File: src/design/mode0_cfg_pkg.sv
// Functional notes
// - Return bit 0 plus valid button fall requests mode 0 unless already there.
// - Return bit 1: button fall causes no mode change.
// - Offset bit adds 1.2 V to the system buck code voltage.
// - Buck code 00000 is 1.500 V, 25 mV steps, codes from 11000 clamp 2.100 V.
// - Buck code resets to 01100 (1.800 V), loadable from nonvolatile cells.
// - Always-on code 0000 is 1.700 V, 25 mV steps, codes from 1000 clamp 1.900 V.
// - Always-on code resets to 0100 (1.800 V), loadable from nonvolatile cells.
// - Bit 3 of second register enables core buck, reset 1.
// - Bit 2 of second register enables system buck, reset 1.
// - Bit 1 of second register enables always-on regulator, reset 1.
// - Bit 0 of second register enables system regulator, reset 1.
// - Each enable's reset value comes from its own one-bit nonvolatile cell.
// - Both registers fully read/write; bit 7 of first is reserved, reset 0.
package mode0_cfg_pkg;
    // ==========================================================
    // Register map
    localparam logic [7:0] ADDR_BUTTON_BUCK = 8'h23;
    localparam logic [7:0] ADDR_AON_ENABLES = 8'h24;
    // Field positions, first register
    localparam int RSVD_BIT = 7;
    localparam int RETURN_BIT = 6;
    localparam int OFFSET_BIT = 5;
    // Field positions, second register
    localparam int AON_CODE_LSB = 4;
    localparam int CORE_EN_BIT = 3;
    localparam int SYS_BUCK_EN_BIT = 2;
    localparam int AON_EN_BIT = 1;
    localparam int SYS_REG_EN_BIT = 0;
    // ==========================================================
    // Reset values
    localparam logic [4:0] BUCK_CODE_RST = 5'h0c;
    localparam logic [3:0] AON_CODE_RST = 4'h4;
    localparam logic [3:0] ENABLES_RST = 4'hf;
    // ==========================================================
    // Voltage arithmetic, millivolts
    localparam logic [11:0] BUCK_BASE_MV = 12'h05dc;
    localparam logic [11:0] AON_BASE_MV = 12'h06a4;
    localparam logic [11:0] STEP_MV = 12'h0019;
    localparam logic [11:0] OFFSET_MV = 12'h04b0;
    localparam logic [4:0] BUCK_CODE_MAX = 5'h18;
    localparam logic [3:0] AON_CODE_MAX = 4'h8;
    // Button filter length, cycles
    localparam int FILTER_CYCLES = 4;

    typedef struct packed {
        logic core_buck_enable;
        logic system_buck_enable;
        logic aon_regulator_enable;
        logic system_regulator_enable;
    } enables_s;

    typedef struct packed {
        logic [4:0] system_buck_voltage_code;
        logic [3:0] aon_regulator_voltage_code;
        enables_s enables;
    } nv_defaults_s;
endpackage : mode0_cfg_pkg

File: src/design/mode0_regulator_cfg.sv
`timescale 1ns/1ps
module mode0_regulator_cfg #(
    parameter int FILTER_LEN = mode0_cfg_pkg::FILTER_CYCLES
) (
    // Clock and reset
    input wire logic clk_i,
    input wire logic resetn_i,
    // Nonvolatile defaults, sampled on reset release
    input wire mode0_cfg_pkg::nv_defaults_s nv_defaults_i,
    // Register port from the serial target
    input wire logic [7:0] reg_addr_i,
    input wire logic reg_wr_i,
    input wire logic [7:0] reg_wdata_i,
    output logic [7:0] reg_rdata_o,
    // Mode state
    input wire logic in_mode0_i,
    input wire logic button_n_i,
    output logic mode0_return_o,
    // Regulator controls
    output mode0_cfg_pkg::enables_s enables_o,
    output logic [11:0] system_buck_mv_o,
    output logic [11:0] aon_regulator_mv_o
);
    // ==========================================================
    // Registers
    logic rsvd_ff;
    logic return_hold_ff;
    logic system_buck_offset_sel_ff;
    logic [4:0] system_buck_voltage_code_ff;
    logic [3:0] aon_regulator_voltage_code_ff;
    mode0_cfg_pkg::enables_s enables_ff;
    logic nv_loaded_ff;
    logic btn_meta_ff;
    logic btn_sync_ff;
    logic btn_stable_ff;
    logic [$clog2(FILTER_LEN+1)-1:0] filt_cnt_ff;
    logic mode0_return_ff;

    function automatic logic [11:0] code_to_mv(input logic [11:0] base,
                                                input logic [4:0] code,
                                                input logic [4:0] cmax);
        logic [4:0] c;
        c = (code > cmax) ? cmax : code;
        code_to_mv = base + 12'(c) * mode0_cfg_pkg::STEP_MV;
    endfunction : code_to_mv

    // ==========================================================
    // Decode
    wire wr_first = reg_wr_i && (reg_addr_i == mode0_cfg_pkg::ADDR_BUTTON_BUCK);
    wire wr_second = reg_wr_i && (reg_addr_i == mode0_cfg_pkg::ADDR_AON_ENABLES);
    wire [7:0] first_rd = {rsvd_ff, return_hold_ff, system_buck_offset_sel_ff,
                           system_buck_voltage_code_ff};
    wire [7:0] second_rd = {aon_regulator_voltage_code_ff, enables_ff};
    // Filter qualifies a fall once the synced low has held FILTER_LEN cycles
    wire filt_done = (filt_cnt_ff == ($clog2(FILTER_LEN+1))'(FILTER_LEN));
    wire valid_fall = btn_stable_ff && !btn_sync_ff && filt_done;
    wire nxt_return = valid_fall && !return_hold_ff && !in_mode0_i;

    assign reg_rdata_o = (reg_addr_i == mode0_cfg_pkg::ADDR_BUTTON_BUCK) ? first_rd :
                         (reg_addr_i == mode0_cfg_pkg::ADDR_AON_ENABLES) ? second_rd :
                         8'h00;
    assign enables_o = enables_ff;
    assign mode0_return_o = mode0_return_ff;
    assign system_buck_mv_o = code_to_mv(mode0_cfg_pkg::BUCK_BASE_MV,
        system_buck_voltage_code_ff, mode0_cfg_pkg::BUCK_CODE_MAX) +
        (system_buck_offset_sel_ff ? mode0_cfg_pkg::OFFSET_MV : 12'h0000);
    assign aon_regulator_mv_o = code_to_mv(mode0_cfg_pkg::AON_BASE_MV,
        {1'b0, aon_regulator_voltage_code_ff},
        {1'b0, mode0_cfg_pkg::AON_CODE_MAX});

    // ==========================================================
    // First register
    always_ff @(posedge clk_i or negedge resetn_i) begin
        if (!resetn_i) begin
            rsvd_ff <= 1'b0;
            return_hold_ff <= 1'b0;
            system_buck_offset_sel_ff <= 1'b0;
            system_buck_voltage_code_ff <= mode0_cfg_pkg::BUCK_CODE_RST;
        end else if (!nv_loaded_ff) begin
            system_buck_voltage_code_ff <= nv_defaults_i.system_buck_voltage_code;
        end else if (wr_first) begin
            rsvd_ff <= reg_wdata_i[mode0_cfg_pkg::RSVD_BIT];
            return_hold_ff <= reg_wdata_i[mode0_cfg_pkg::RETURN_BIT];
            system_buck_offset_sel_ff <= reg_wdata_i[mode0_cfg_pkg::OFFSET_BIT];
            system_buck_voltage_code_ff <= reg_wdata_i[4:0];
        end
    end

    // ==========================================================
    // Second register; defaults are caught one cycle after release
    always_ff @(posedge clk_i or negedge resetn_i) begin
        if (!resetn_i) begin
            nv_loaded_ff <= 1'b0;
            aon_regulator_voltage_code_ff <= mode0_cfg_pkg::AON_CODE_RST;
            enables_ff <= mode0_cfg_pkg::ENABLES_RST;
        end else if (!nv_loaded_ff) begin
            nv_loaded_ff <= 1'b1;
            aon_regulator_voltage_code_ff <= nv_defaults_i.aon_regulator_voltage_code;
            enables_ff <= nv_defaults_i.enables;
        end else if (wr_second) begin
            aon_regulator_voltage_code_ff <= reg_wdata_i[7:mode0_cfg_pkg::AON_CODE_LSB];
            enables_ff <= reg_wdata_i[mode0_cfg_pkg::CORE_EN_BIT:0];
        end
    end

    // ==========================================================
    // Button synchroniser and filter
    always_ff @(posedge clk_i or negedge resetn_i) begin
        if (!resetn_i) begin
            btn_meta_ff <= 1'b1;
            btn_sync_ff <= 1'b1;
            btn_stable_ff <= 1'b1;
            filt_cnt_ff <= '0;
            mode0_return_ff <= 1'b0;
        end else begin
            btn_meta_ff <= button_n_i;
            btn_sync_ff <= btn_meta_ff;
            mode0_return_ff <= nxt_return;
            if (btn_sync_ff == btn_stable_ff) begin
                filt_cnt_ff <= '0;
            end else if (filt_done) begin
                btn_stable_ff <= btn_sync_ff;
                filt_cnt_ff <= '0;
            end else begin
                filt_cnt_ff <= filt_cnt_ff + 1'b1;
            end
        end
    end
endmodule : mode0_regulator_cfg

File: config.mk
export PLATFORM = sky130hd
export DESIGN_NAME = mode0_regulator_cfg
export DESIGN_NICKNAME = d
export VERILOG_FILES = /design/src/design/mode0_cfg_pkg.sv /design/src/design/mode0_regulator_cfg.sv
export SDC_FILE = /design/constraint.sdc
export NUM_CORES = 1
export LEC_CHECK = 0
export ABC_AREA = 1
export CAP_MARGIN = 20
export CORE_MARGIN = 2
export CORE_UTILIZATION = 45
export CTS_BUF_LIST = sky130_fd_sc_hd__clkbuf_8
export DETAILED_ROUTE_END_ITERATION = 8
export DONT_BUFFER_PORTS = 1
export PLACE_DENSITY = 0.62
export SYNTH_ARGS = -nofsm -noshare
export SYNTH_HDL_FRONTEND = slang
export SYNTH_SLANG_ARGS = --single-unit
File: constraint.sdc
create_clock -name clk_i -period 4.75 [get_ports clk_i]
set_input_delay 0.2375 -clock clk_i [delete_from_list [all_inputs] [get_ports clk_i]]
set_output_delay 0.2375 -clock clk_i [all_outputs]
set_load 0.005 [all_outputs]
==> flow_summary.ini <==
[cts]
numCtsBuffers = 3
cts_tree = yes
worstSkewPairLatency_ns = 0.26
cts_num_sinks = 24
htree_levels = 1
clockBufferDepth = 2
clk_pin_slew_ns = 0.08
cts_root_buffer = clkbuf_8

[yosys]
syn_inst = 291
synthArstFlopShare_pct = 100.0
yosysUniqueCellTypes = 32
synth_top_family_by_area = simple AND/OR/NAND/NOR gates
yosys.area.top_type = ha_1
synthAdderAreaFrac_pct = 24.59
yosys-top-cells-count = nand2_1 (71), inv_1 (55), ha_1 (34)
netlist_area_um2 = 2218
yosys-mux-area-fraction_pct = 1.523
netlist_top_cells_area = ha_1 (19%), dfrtp_1 (16%), nand2_1 (12%), dfstp_2 (12%), inv_1 (9.3%)
synth_xor_area_share_pct = 1.974
yosysMostFrequentCell = nand2_1
synthSimpleGateAreaFrac_pct = 27.02
syn_avg_cell_area_um2 = 7.623
ys_seq_area_share_pct = 27.64
synth-compound-area-share_pct = 5.076
ys.flop_type = dfrtp_1
yosys_warnings = 0
synth_edf_count = 0
yosysTopAreaCellShare_pct = 19.18
ys_ff_latch = 24

[min_path]
worstHoldPathType = in -> reg

[grt]
antenna_found_initial = 0
grt_util_met3_pct = 2.033
grt_pass1_vias = 1547
grt_first_pass_wirelength_mm = 7.044
use_met1_pct = 21.64
grt_use_met2_pct = 27.48
grt_max_degree = 38
busiest_layer = met2
grt_usage_pct = 16.32
grt-ovfl-total = 0

[sta]
fmax_ghz = 0.2397
rsz0062_at_grt = false
hold_violations = 0
finalCriticalPeriod_ns = 4.172
fin_worst_skew_ns = 0.005763
setup-tns-final_ns = 0
slew_violations = 0
setup_viol = 0
layout_worst_path_cycle_share_pct = 87.83

[routing]
wirelength_mm = 4.303
vias = 1752
first_pass_iters = 4
drt_iter0_markers = 29
drcViolationCount = 0
vias_per_cell = 4.880
antenna_left = 0
wire_per_inst_um = 11.99

[pwr]
p_per_area_nw_per_um2 = 298.1
ir_drop_uv = 167.8
p_leak_nw = 1.316
total_power_mw = 0.7068

[critical_path]
cp_cell_sequence = inv_1 -> nor2_1 -> nand3_1 -> nand2_1 -> nand2_1 -> inv_1 -> ha_1 -> inv_1 -> fa_1 -> inv_1 -> ha_1 -> ha_1 -> ha_1 -> inv_1 -> fa_1 -> inv_1 -> nand3_1 -> nand2_1 -> nand2_1 -> nand2_1 -> nand2_1 -> nand2_1
timing.critical_path.mode_cell = nand2_1
cpLargestDelayFamily = adder cells
path_max_fanout = 7
cp-start-kind = flip-flop
crit_type = reg -> out
cp.buffers_inverters = 6
cp.arrival_ns = 3.93
required_ns = 4.51
slowest_delay_ns = 0.60
end_kind = primary output
crit_slowest_cell = dfstp_2

[placement]
dpl.cell_count = 352
postPlaceCellArea_um2 = 2268
io_buffers = 0
gp_congestion = 0.8228
hpwlAfterDp_mm = 3.591

[floorplan]
num_rows = 25
core_um2 = 4723
die_w_um = 74.21
die_area_um2 = 5507
io_pins = 71
initial_utilization_pct = 46.97
die_h_um = 74.21

[cells_and_area]
ff_latch_area_um2 = 613.1
final_area_um2 = 2371
multi_input_area_um2 = 1350
fin_nets = 367
n_antenna_cell = 0
drive_above_1_share_pct = 10.62
stdcell_count = 359
fill_cells = 508
syn_to_final_growth_pct = 6.881
fin_util_pct = 50.20

[status]
status = finished clean

[run]
drv_cap = 0
[worst paths after layout]
check | cells after the start | to | startpoint | slack [ns]
worst min-delay path | 1 | mode0_return_o$_DFF_PN0_ | in_mode0_i | 0.03
worst min register to register | 0 | btn_sync_ff$_DFF_PN1_ | btn_meta_ff$_DFF_PN1_ | 0.36
max in group asynchronous | 2 | btn_meta_ff$_DFF_PN1_ | resetn_i | 3.87
worst max-delay path | 22 | system_buck_mv_o[11] | system_buck_voltage_code_ff[3]$_DFFE_PN1P_ | 0.58
min in group asynchronous | 1 | aon_regulator_voltage_code_ff[1]$_DFFE_PN0P_ | resetn_i | 0.35
worst max register to register | 5 | btn_stable_ff$_DFFE_PN1P_ | btn_sync_ff$_DFF_PN1_ | 3.46
[metal layers]
| metal | vias to the layer above | wire, um | part of all wire, % |
|---|---|---|---|
| met4 | 0 | 68 | 1.6 |
| met5 | - | 0 | 0 |
| met3 | 6 | 193 | 4.5 |
| met2 | 43 | 2102 | 49 |
| li1 | 904 | - | - |
| met1 | 799 | 1939 | 45 |
[flip-flops by register name, summed over array words and instances (netlist names)]
signal and flops:
aon_regulator_voltage_code_ff 4, btn_meta_ff 1, btn_stable_ff 1, btn_sync_ff 1, enables_o 4, filt_cnt_ff 3, mode0_return_o 1, nv_loaded_ff 1
return_hold_ff 1, rsvd_ff 1, system_buck_offset_sel_ff 1, system_buck_voltage_code_ff 5
[power by group]
part           switching, mW  total (mW)  internal (mW)
sequential            0.0249       0.266          0.241
combinational          0.177       0.305          0.127
clock                 0.0625       0.136         0.0739
[metrics by stage]
step	worst slack [ns]	hold WS [ns]
floorplan	1.122	-0.05809
global placement	0.9321	-0.05730
detailed placement	0.8419	-0.05752
CTS	0.5367	0.02566
global route	0.2271	0.02104
finish	0.5781	0.03494
[timing repair]
action	in CTS	in global routing
hold buffers	2	0
hold endpoints to repair	25	0
gates resized for setup	0	0
setup buffers	0	0
[cells in the final DEF, fill, tap and decap left out]
master,synthesis,routed
nand3_2,1,1
conb_1,2,4
buf_16,0,1
nor2_2,2,2
ha_1,34,34
fa_1,6,6
nor3_1,3,3
nor2_4,1,1
dfrtp_1,14,14
dlygate4sd3_1,0,2
o22ai_1,2,2
inv_1,55,55
buf_4,3,1
or2_2,1,1
xnor2_1,4,4
clkbuf_8,0,4
inv_2,2,2
nand2_2,2,2
nand4_1,3,3
nand3_4,1,1
nand2_1,71,71
nand3b_1,2,2
nor2_1,16,16
dfstp_2,10,10
nand3_1,23,23
o21ai_0,16,16
mux2_2,3,3
nor2_8,1,1
nor3b_1,1,1
a21oi_1,4,4
xor2_1,1,1
nand2_4,1,1
[cell type report]
type / count / area share [%]
Inverter: 57 / 9.024
Sequential cell: 24 / 25.86
Clock buffer: 4 / 2.322
Multi-Input combinational cell: 203 / 56.94
Timing Repair Buffer: 4 / 2.322
Tap cell: 67 / 3.536
[logic make-up (layout without fill, tap and decap cells)]
logic type,Yosys count,count (layout)
AOI/OAI and AO/OA,22,22
xor gates and xnor gates,5,5
adders and majority gates,40,40
buffers and inverters,66,65
DFF,24,24
muxes,3,3
other,2,4
and+or+nand+nor,129,129
Note: power is estimated with default switching activity, not from simulation.
